### src/inc/ires_map.vh
// ----------------------------------------------------------------
// raw event status map and constants
// ----------------------------------------------------------------
`ifndef IRES_MAP_VH
`define IRES_MAP_VH

// raw event status register location (read only)
`define IRES_RAW_EVENT_STATUS_ADDR 32'h50001334

// register and field widths
`define IRES_REG_W        16
`define IRES_FLAG_N       6
`define IRES_REASON_W     16

// flag positions inside the 16-bit status word
`define IRES_FLAG_LSB     6
`define IRES_FLAG_MSB     11
`define IRES_BIT_ABORT    6
`define IRES_BIT_TXDONE   7
`define IRES_BIT_ACTIVITY 8
`define IRES_BIT_STOP     9
`define IRES_BIT_START    10
`define IRES_BIT_GENCALL  11

// index of each flag in the internal flag vector
`define IRES_IDX_ABORT    0
`define IRES_IDX_TXDONE   1
`define IRES_IDX_ACTIVITY 2
`define IRES_IDX_STOP     3
`define IRES_IDX_START    4
`define IRES_IDX_GENCALL  5

// reset and fill values
`define IRES_FLAGS_RESET  6'h00
`define IRES_MASK_RESET   6'h23
`define IRES_RSVD_HIGH    4'h0
`define IRES_LOW_FILL     6'h00
`define IRES_REASON_RESET 16'h0000
`define IRES_BYTE_RESET   8'h00
`define IRES_BIT_CLR      1'h0
`define IRES_BIT_SET      1'h1

`endif

### src/rtl/ires_event_status.v
// Contract
// - the general-call flag (bit 11) is set only when a general call address is received and acknowledged.
// - the general-call flag stays set until the controller is disabled or the general-call clear or combined clear register is read.
// - data bytes after an acknowledged general call go into the receive buffer like any received byte.
// - the start-seen flag (bit 10) is set on every START or repeated START on the bus, master or slave.
// - the stop-seen flag (bit 9) is set on every STOP on the bus, master or slave.
// - the activity flag (bit 8) is set while the controller is active and stays set after it goes idle.
// - the activity flag clears only on disable, an activity clear read, a combined clear read or reset.
// - as slave transmitter, a byte not acknowledged by the master sets the transmit-done flag (bit 7).
// - the transmit-abort flag (bit 6) is set when queued transmit work cannot be completed.
// - whenever the transmit-abort flag is set, the abort cause is stored in the abort reason register.
// - while the transmit-abort flag is set the transmit FIFO is held flushed until the abort clear read, a combined clear read or disable.
// - each event mask bit gates its raw flag into the masked event status.
`timescale 1ns/1ps
`include "ires_map.vh"

module ires_event_status (
   input  wire                       clock,
   input  wire                       rstn,
   // bus pins, asynchronous to clock
   input  wire                       scl_in,
   input  wire                       sda_in,
   // controller state, same clock
   input  wire                       ctrl_enable,
   input  wire                       ctrl_active,
   input  wire                       general_call_ack,
   input  wire                       slave_tx_nack,
   input  wire                       tx_abort_event,
   input  wire [`IRES_REASON_W-1:0]  tx_abort_cause,
   input  wire                       rx_byte_valid,
   input  wire [7:0]                 rx_byte_data,
   // clear register read strobes
   input  wire                       general_call_clear_reg_rd,
   input  wire                       activity_clear_reg_rd,
   input  wire                       combined_clear_reg_rd,
   input  wire                       abort_clear_reg_rd,
   input  wire                       start_clear_rd,
   input  wire                       stop_clear_rd,
   input  wire                       tx_done_clear_rd,
   // event mask register write
   input  wire                       event_mask_reg_wr,
   input  wire [`IRES_REG_W-1:0]     event_mask_reg_wdata,
   // status outputs
   output wire [`IRES_REG_W-1:0]     raw_event_status,
   output wire [`IRES_REG_W-1:0]     masked_event_status,
   output wire [`IRES_REG_W-1:0]     event_mask_reg,
   output reg  [`IRES_REASON_W-1:0]  abort_reason_reg,
   output reg                        tx_fifo_flush,
   output reg                        rx_push,
   output reg  [7:0]                 rx_push_data
);

   // ----------------------------------------------------------------
   // pin synchronisers and bus condition detect
   // ----------------------------------------------------------------
   reg  [2:0] scl_sync;
   reg  [2:0] sda_sync;
   wire       start_cond;
   wire       stop_cond;

   // first stage feeds only the second; edges come from stages two and three
   always @(posedge clock or negedge rstn) begin
      if (!rstn) begin
         scl_sync <= {3{`IRES_BIT_SET}};
         sda_sync <= {3{`IRES_BIT_SET}};
      end else begin
         scl_sync <= {scl_sync[1:0], scl_in};
         sda_sync <= {sda_sync[1:0], sda_in};
      end
   end

   // data edge while clock high both before and after the edge
   // start on falling data
   assign start_cond = scl_sync[1] & scl_sync[2] & sda_sync[2] & ~sda_sync[1];
   assign stop_cond  = scl_sync[1] & scl_sync[2] & ~sda_sync[2] & sda_sync[1];

   // ----------------------------------------------------------------
   // per-flag set and clear terms
   // ----------------------------------------------------------------
   wire [`IRES_FLAG_N-1:0] flag_set;
   wire [`IRES_FLAG_N-1:0] flag_clr;
   wire                    common_clr;

   // disabling or the combined clear read empties every flag
   assign common_clr = ~ctrl_enable | combined_clear_reg_rd;

   assign flag_set[`IRES_IDX_ABORT]    = tx_abort_event;
   assign flag_set[`IRES_IDX_TXDONE]   = slave_tx_nack;
   assign flag_set[`IRES_IDX_ACTIVITY] = ctrl_active;
   assign flag_set[`IRES_IDX_STOP]     = stop_cond;
   assign flag_set[`IRES_IDX_START]    = start_cond;
   assign flag_set[`IRES_IDX_GENCALL]  = general_call_ack;

   assign flag_clr[`IRES_IDX_ABORT]    = common_clr | abort_clear_reg_rd;
   assign flag_clr[`IRES_IDX_TXDONE]   = common_clr | tx_done_clear_rd;
   assign flag_clr[`IRES_IDX_ACTIVITY] = common_clr | activity_clear_reg_rd;
   assign flag_clr[`IRES_IDX_STOP]     = common_clr | stop_clear_rd;
   assign flag_clr[`IRES_IDX_START]    = common_clr | start_clear_rd;
   assign flag_clr[`IRES_IDX_GENCALL]  = common_clr | general_call_clear_reg_rd;

   // ----------------------------------------------------------------
   // sticky flags and mask
   // ----------------------------------------------------------------
   reg  [`IRES_FLAG_N-1:0] flag;
   reg  [`IRES_FLAG_N-1:0] next_flag;
   reg  [`IRES_FLAG_N-1:0] mask;
   reg  [`IRES_FLAG_N-1:0] next_mask;
   reg  [`IRES_FLAG_N-1:0] masked;

   genvar gi;
   generate
      for (gi = 0; gi < `IRES_FLAG_N; gi = gi + 1) begin : g_flag
         // set beats clear so an event in the clearing cycle survives
         always @* begin
            if (flag_set[gi]) begin
               next_flag[gi] = `IRES_BIT_SET;
            end else if (flag_clr[gi]) begin
               next_flag[gi] = `IRES_BIT_CLR;
            end else begin
               next_flag[gi] = flag[gi];
            end
         end

         always @(posedge clock or negedge rstn) begin
            if (!rstn) begin
               flag[gi] <= `IRES_BIT_CLR;
            end else begin
               flag[gi] <= next_flag[gi];
            end
         end
      end
   endgenerate

   // mask keeps only the bits this block owns
   always @* begin
      if (event_mask_reg_wr) begin
         next_mask = event_mask_reg_wdata[`IRES_FLAG_MSB:`IRES_FLAG_LSB];
      end else begin
         next_mask = mask;
      end
   end

   always @(posedge clock or negedge rstn) begin
      if (!rstn) begin
         mask <= `IRES_MASK_RESET;
      end else begin
         mask <= next_mask;
      end
   end

   // masked copy tracks raw flags with no extra lag
   // mask gates raw flag
   always @(posedge clock or negedge rstn) begin
      if (!rstn) begin
         masked <= `IRES_FLAGS_RESET;
      end else begin
         masked <= next_flag & next_mask;
      end
   end

   // ----------------------------------------------------------------
   // status words
   // ----------------------------------------------------------------
   // there is no write path, so software changes the flags only through the clear reads and disable
   // raw and masked status read only, mask written through event_mask_reg_wr; reserved zero
   assign raw_event_status    = {`IRES_RSVD_HIGH, flag, `IRES_LOW_FILL};
   assign masked_event_status = {`IRES_RSVD_HIGH, masked, `IRES_LOW_FILL};
   assign event_mask_reg      = {`IRES_RSVD_HIGH, mask, `IRES_LOW_FILL};

   // ----------------------------------------------------------------
   // abort reason and transmit FIFO flush
   // ----------------------------------------------------------------
   // reason is latched on each abort event, kept until the next one
   // limitation: a second abort before software reads overwrites the cause
   // reason is not cleared by the abort clear read, so it survives for debug
   // capture abort cause
   always @(posedge clock or negedge rstn) begin
      if (!rstn) begin
         abort_reason_reg <= `IRES_REASON_RESET;
      end else if (tx_abort_event) begin
         abort_reason_reg <= tx_abort_cause;
      end
   end

   // flush follows the flag; held until the abort clear read, a combined clear read or disable
   // flush while aborted
   always @(posedge clock or negedge rstn) begin
      if (!rstn) begin
         tx_fifo_flush <= `IRES_BIT_CLR;
      end else begin
         tx_fifo_flush <= next_flag[`IRES_IDX_ABORT];
      end
   end

   // ----------------------------------------------------------------
   // receive path
   // ----------------------------------------------------------------
   // no filtering on general call: bytes pass like any other
   // push is gated by enable so a disabled controller never fills the buffer
   // general call data stored
   always @(posedge clock or negedge rstn) begin
      if (!rstn) begin
         rx_push      <= `IRES_BIT_CLR;
         rx_push_data <= `IRES_BYTE_RESET;
      end else begin
         rx_push <= rx_byte_valid & ctrl_enable;
         if (rx_byte_valid) begin
            rx_push_data <= rx_byte_data;
         end
      end
   end

endmodule

### config.mk
export PLATFORM = sky130hd
export DESIGN_NAME = ires_event_status
export DESIGN_NICKNAME = d
export VERILOG_FILES = /design/src/rtl/ires_event_status.v
export VERILOG_INCLUDE_DIRS = /design/src /design/src/inc
export SDC_FILE = /design/constraint.sdc
export NUM_CORES = 1
export LEC_CHECK = 0
export ABC_CLOCK_PERIOD_IN_PS = 1000
export BUFFER_PORTS_ARGS = -buffer_cell sky130_fd_sc_hd__buf_4
export CAP_MARGIN = 20
export CORE_UTILIZATION = 42
export CTS_CLUSTER_DIAMETER = 100
export DETAILED_ROUTE_END_ITERATION = 7
export PLACE_DENSITY = 0.85
export SETUP_SLACK_MARGIN = 0.4
export SLEW_MARGIN = 20
export SYNTH_ARGS = -nofsm -noshare
export SYNTH_HDL_FRONTEND = slang
export SYNTH_SLANG_ARGS = --single-unit
### constraint.sdc
create_clock -name clock -period 1 [get_ports clock]
set_input_delay 0.1 -clock clock [delete_from_list [all_inputs] [get_ports clock]]
set_output_delay 0.1 -clock clock [all_outputs]
set_load 0.1 [all_outputs]
==> results of run 1 <==
==> per-layer routing <==
metal	vias to the layer above	share of wire (%)
met5	-	0
met4	0	0.86
met3	6	6.2
met2	65	55
met1	680	38
li1	599	-
==> metrics by stage <==
step	hold WS, ps	setup slack (ps)	TNS [ps]	instances	utilization (%)
2_1_floorplan	-195.6	-165.6	-2296	165	-
3_3_place_gp	17.07	23.95	0	291	60.76
3_5_place_dp	20.32	12.88	0	291	60.76
4_1_cts	-305.7	-213.7	-3941	302	75.32
5_1_grt	-290.4	-235.1	-4954	306	76.34
6_report	-300.4	-200.0	-3501	306	76.34
==> power by group <==
part           internal [W]  switching, W  total [W]
combinational      0.000944       0.00190    0.00285
clock              0.000739      0.000602    0.00134
sequential          0.00226      0.000177    0.00244
==> path summary, 6_finish.rpt <==
kind	end	slack [ps]	depth (start not counted)
min reg2reg	scl_sync[1]	360	0
max in group asynchronous	rx_push	830	2
min	mask[3]	-300	1
max	event_mask_reg[7]	-200	1
min in group clock	raw_event_status[8]	20	2
max reg2reg	masked[5]	-120	3
==> what timing repair did <==
| action | in CTS | in global routing |
|---|---|---|
| setup buffers | 1 | 4 |
| pin swaps | 2 | 0 |
| setup endpoints to repair | 87 | 88 |
| gates resized for setup | 134 | 5 |
| endpoints found under the hold margin | 43 | 17 |
==> cells in the mapped netlist <==
cell type	number
buf_12	1
mux2_1	3
mux2_2	13
buf_2	1
and2_1	1
buf_6	2
o21a_1	4
conb_1	1
dfstp_2	9
nand4bb_1	2
dfrtp_1	40
or2_1	4
nand4b_1	2
and4bb_1	4
a21boi_1	2
mux2_4	14
buf_4	31
nand2_1	2
==> layout make-up <==
cell class,count,area (µm²)
tap,67,83.83
sequential,49,1399
clock buffer,6,72.57
multi-input combinational,81,695.7
clock inverter,2,33.78
timing repair buffer,101,1345
fill,280,1125
==> cells by family after synthesis <==
group / after synthesis
buffers and inverters: 35
multiplexers: 30
other: 1
AND/OR/NAND/NOR: 15
AO/OA/AOI/OAI: 6
flip-flops: 49
==> metrics.txt, run 1 <==
hold_ws -300.4 ps; Final Skew 8.431 ps; fmax 833.4 MHz; buffer depth of the longest clock path 2; Hold Vio Cnt, Final 39; drt first pass iters 4; status finished with violations; CTS root buffer clkbuf_8; Synth area leader dfrtp_1; final worst-path cycle share 120.0%; RR Startpoint mask[5]; Slew Viols, Final 0; Post-Synth Adder-Cell Area 0%; Max-Cap Viols 0; worst-skew pair later-pin latency 290 ps; post-synthesis mux area share 18.72%; VDD IR-drop max 1.127 mV; busiest grt layer met2; Mapped Avg Cell Area 15.34 µm²; core area 4755 µm²; Final setup viols 52; final antenna-violating net count 0; type of the worst min-delay path input port to asynchronous set/reset pin; Yosys cell types 18; Reg clk slew, reported paths 80 ps; # hold bufs at CTS 2; Compound-Gate Fraction of Synth Area 2.160%; number of remaining DRC errors 0; clk sinks 49; Power Density 1825 nW/µm²; Post-layout nets 296; Synth area leaders dfrtp_1, dfstp_2, buf_4; sequential area share after synthesis 59.33%; Synth Instances 136; cell area after synthesis 2086 µm²; M2 GR Usage 33.64%; Final Critical Period 1200 ps; flip-flop count of the largest register after layout 16; Detail Placement HPWL 2886 µm; global-route wire length before repair 7514 µm; delay-heaviest family, CP flip-flops; commonest non-fill, non-tap cell in the layout buf_4; RD Place Congestion 0.7093; Starting Density 43.87%; RSZ-0062 raised after global routing true; Crit Path Class register to output port; port bufs 91; synthesized flop and latch total 49; number of global-route vias before repair 1,449; Die Wd 72.47 µm; num ports 132; met3 Usage GRT 5.139%; Synth Area in Simple Gates 6.179%; CTS H-Tree Depth 2; antenna violations before repair 0; die area 5252 µm²; critical-path maximum fanout 2; violated checks hold timing, setup timing; total power 0.006624 W; Post-Synth XOR/XNOR Area 0%; P_leak 1.644 nW; Post-Route WL 4863 µm; CP arrival 1100 ps; cell area after layout 3630 µm²; DR WL/cell 15.89 µm; GRT met1 Usage 23.29%; CP max stage delay 640 ps; WP data required 900 ps; DR vias 1,350; crit-path cells buf_12; share of cells above drive strength 1 77.41%; commonest cells after routing, fill and taps aside buf_4, buf_12, dfrtp_4; ANT cells 0; Area Overhead vs Synth 74.03%; Num CTS Buffers 5; largest net degree at the start of global routing 25; placed cell area 2889 µm²; Syn. warnings 0; Startpoint Class register; main combinational cell family by area after synthesis multiplexers; Worst setup startpoint mask[1]; vias per cell 4.412; Synth top area share 47.99%; Final Worst Setup Slack -200.0 ps; gr usage total 19.19%; worst path buffer plus inverter count 1; crit end category output port; CTS tree done; number of DRC markers in iteration 0 39; gr ovfl total 0; Cell Rows 25; Die H 72.47 µm; Crit-path slowest cell dfstp_4
Note: power is estimated with default switching activity, not from simulation.
==> run 2: changes to the inputs <==
CORE_UTILIZATION = 44   (was 42)
CTS_BUF_LIST = sky130_fd_sc_hd__clkbuf_8   (was default)
PLACE_DENSITY = 0.88   (was 0.85)
==> metrics.txt, run 2 (synthesized netlist as in run 1, its figures left out) <==
GRT met1 Usage 25.26%; clk sinks 49; M2 GR Usage 39.74%; buffer depth of the longest clock path 2; DR WL/cell 17.76 µm; critical-path maximum fanout 2; Crit Path Class register to output port; Crit-path slowest cell dfstp_4; Final setup viols 52; status finished with violations; Num CTS Buffers 5; gr ovfl total 0; met3 Usage GRT 5.271%; port bufs 91; CP arrival 1110 ps; Final Critical Period 1212 ps; global-route wire length before repair 7976 µm; DR vias 1,361; Die H 70.85 µm; Die Wd 70.85 µm; Starting Density 46.93%; largest net degree at the start of global routing 50; CP max stage delay 650 ps; RD Place Congestion 0.6686; vias per cell 4.661; drt first pass iters 6; final worst-path cycle share 121.2%; crit-path cells buf_12; number of global-route vias before repair 1,445; Cell Rows 24; fmax 824.9 MHz; CTS H-Tree Depth 2; Final Worst Setup Slack -212.3 ps; gr usage total 21.30%; Post-layout nets 297; total power 0.006949 W; Reg clk slew, reported paths 90 ps; type of the worst min-delay path input port to asynchronous set/reset pin; commonest cells after routing, fill and taps aside buf_4, buf_12, dfrtp_4; CTS tree done; commonest non-fill, non-tap cell in the layout buf_4; VDD IR-drop max 1.137 mV; Slew Viols, Final 0; final antenna-violating net count 0; # hold bufs at CTS 2; Startpoint Class register; hold_ws -241.4 ps; Post-Route WL 5185 µm; number of DRC markers in iteration 0 70; flip-flop count of the largest register after layout 16; r2r setup slk -120 ps; ANT cells 0; worst-skew pair later-pin latency 290 ps; die area 5020 µm²; Final Skew 3.672 ps; violated checks DRC, hold timing, setup timing; Power Density 1906 nW/µm²; dpl ws -1.780 ps; P_leak 1.662 nW; num ports 132; CTS root buffer clkbuf_8; Detail Placement HPWL 2987 µm; core area 4444 µm²; RSZ-0062 raised after global routing true; antenna violations before repair 0; number of remaining DRC errors 18; share of cells above drive strength 1 77.92%; Max-Cap Viols 0; crit end category output port; delay-heaviest family, CP flip-flops; WP data required 900 ps; busiest grt layer met2; Area Overhead vs Synth 74.81%; worst path buffer plus inverter count 1; Hold Vio Cnt, Final 40
==> run 2: changes by cell type in the layout (fill, tap and decap cells not counted), sizes merged <==
cell,before,now
clkbuf,6,5
bufinv,1,2
buf,99,100
==> run 2: final timing paths <==
path | startpoint | to | depth (start not counted)
setup / recovery | mask[0] | event_mask_reg[6] | 1
hold / removal | rstn | rx_push_data[7] | 2
setup reg to reg | mask[1] | masked[1] | 3
hold reg to reg | scl_sync[0] | scl_sync[1] | 0
max in group asynchronous | rstn | scl_sync[0] | 2
min in group clock | ctrl_active | raw_event_status[8] | 2
==> run 2: layout make-up <==
| type | count | area, µm² |
|---|---|---|
| Sequential cell | 49 | 1399 |
| Tap cell | 52 | 65.06 |
| Timing Repair Buffer | 102 | 1360 |
| Clock inverter | 3 | 65.06 |
| Clock buffer | 5 | 68.82 |
| Fill cell | 229 | 798.3 |
| Multi-Input combinational cell | 81 | 688.2 |
==> run 2: worst register-to-register path, stage by stage, from the launching register on <==
cell	delay, ps
dfstp_4	490
buf_4	140
mux2_4	280
o21a_1	110
==> run 2: timing repair <==
action / CTS / global route
endpoints found under the setup margin: 87 / 88
setup buffers: 4 / 3
hold endpoints to repair: 42 / 41
resized for setup: 137 / 2
pin swaps: 3 / 0
==> run 2: stage by stage <==
step / utilization, % / area (µm²) / TNS (ps) / std cells
CTS: 81.36 / 3616 / -3875 / 289
detailed placement: 64.41 / 2863 / -1.780 / 275
floorplan: - / 2367 / -2296 / 165
finish: 82.04 / 3646 / -3959 / 292
global placement: 64.41 / 2863 / 0 / 275
global route: 82.04 / 3646 / -5447 / 292
==> run 2: layer usage <==
metal	vias to the layer above	part of all wire [%]
li1	600	-
met1	673	36
met5	-	0
met3	9	7.3
met4	0	1.4
met2	79	55
==> run 2: power by group <==
| part | internal [W] | leakage [nW] | switching (W) |
|---|---|---|---|
| clock | 0.000993 | 0.0681 | 0.000650 |
| combinational | 0.000953 | 1.06 | 0.00191 |
| sequential | 0.00226 | 0.534 | 0.000181 |
| total | 0.00421 | 1.66 | 0.00274 |
==> run 3: changes to the inputs <==
ABC_CLOCK_PERIOD_IN_PS = 1300   (was 1000)
clock period = 1.3 ns   (was 1 ns; I/O delays follow)
==> metrics.txt, run 3 (synthesized netlist as in run 1, its figures left out) <==
CP max stage delay 640 ps; Startpoint Class register; die area 5020 µm²; ANT cells 0; Reg clk slew, reported paths 90 ps; fmax 806.7 MHz; CTS tree done; number of DRC markers in iteration 0 104; Reg2Reg Depth 3; RD Place Congestion 0.7278; total power 0.005156 W; critical-path maximum fanout 2; Area Overhead vs Synth 71.21%; global-route wire length before repair 7921 µm; largest net degree at the start of global routing 50; vias per cell 4.724; flip-flop count of the largest register after layout 16; FF+latch area 1381 µm²; violated checks DRC; DR vias 1,389; Crit Path Class register to output port; commonest non-fill, non-tap cell in the layout buf_4; Die H 70.85 µm; CP arrival 1110 ps; DR WL/cell 16.98 µm; CTS H-Tree Depth 2; crit end category output port; commonest cells after routing, fill and taps aside buf_4, buf_12, dfrtp_4; P_leak 1.650 nW; delay-heaviest family, CP flip-flops; antenna violations before repair 0; setup TNS 0 ps; crit-path cells buf_12; Final Critical Period 1240 ps; Cell Rows 24; Starting Density 46.93%; Hold Vio Cnt, Final 0; num ports 132; type of the worst min-delay path input port to register; RSZ-0062 raised after global routing true; Max-Cap Viols 0; Die Wd 70.85 µm; drt first pass iters 6; Detail Placement HPWL 2995 µm; Final Skew 4.394 ps; worst path buffer plus inverter count 1; port bufs 91; gr usage total 21.17%; Post-Route WL 4991 µm; Num CTS Buffers 5; Hold Path Cell Cnt 2; Power Density 1444 nW/µm²; Post-layout nets 299; final worst-path cycle share 95.35%; gr ovfl total 0; number of fill cells 216; multi-input combinational cell area 688.2 µm²; worst-skew pair later-pin latency 300 ps; Slew Viols, Final 0; final antenna-violating net count 0; CTS root buffer clkbuf_8; WP data required 1170 ps; number of global-route vias before repair 1,531; Crit-path slowest cell dfstp_4; core area 4444 µm²; status finished with violations; VDD IR-drop max 1.038 mV; buffer depth of the longest clock path 2; critical path depth 1; Final setup viols 0; clk sinks 49; number of remaining DRC errors 22; share of cells above drive strength 1 77.27%
## run 3: cell type report
class	count	share of cell area (%)
Timing Repair Buffer	104	36.97
Clock inverter	2	0.9460
Tap cell	52	1.822
Multi-Input combinational cell	81	19.27
Sequential cell	49	38.68
Clock buffer	6	2.313
## run 3: what timing repair did
item	in CTS	in global routing
pin swaps	0	0
gates resized for setup	119	10
setup buffers	5	5
hold endpoints to repair	42	0
hold buffers	3	0
endpoints found under the setup margin	54	105
## run 3: stage by stage
stage	cells	cell area, µm²	setup slack (ps)	utilization (%)	hold WS [ps]
finish	294	3571	60.45	80.35	27.29
global route	294	3571	37.35	80.35	17.02
CTS	289	3495	50.47	78.63	10.07
detailed placement	273	2818	290.4	63.40	181.8
global placement	273	2818	298.9	63.40	173.4
floorplan	165	2350	134.4	-	-165.6
## run 3: layer usage
layer	vias to the layer above	wire length, µm	global-route usage [%]
met5	-	0	0
met4	0	73	8.444
met3	9	538	7.123
met2	97	2527	36.11
met1	679	1852	24.69
li1	604	-	-
## run 3: final timing paths
kind	from	to	slack (ps)
worst max-delay path	mask[1]	event_mask_reg[7]	60
worst min register to register	sda_sync[0]	sda_sync[1]	360
worst max register to register	mask[5]	masked[5]	180
worst min-delay path	slave_tx_nack	raw_event_status[7]	30
max in group asynchronous	rstn	abort_reason_reg[1]	610
min in group asynchronous	rstn	rx_push_data[3]	340
## run 3: where the power goes
part / total, W / switching [W] / internal, W
sequential: 0.00187 / 0.000136 / 0.00173
combinational: 0.00217 / 0.00146 / 0.000716
clock: 0.00111 / 0.000491 / 0.000620
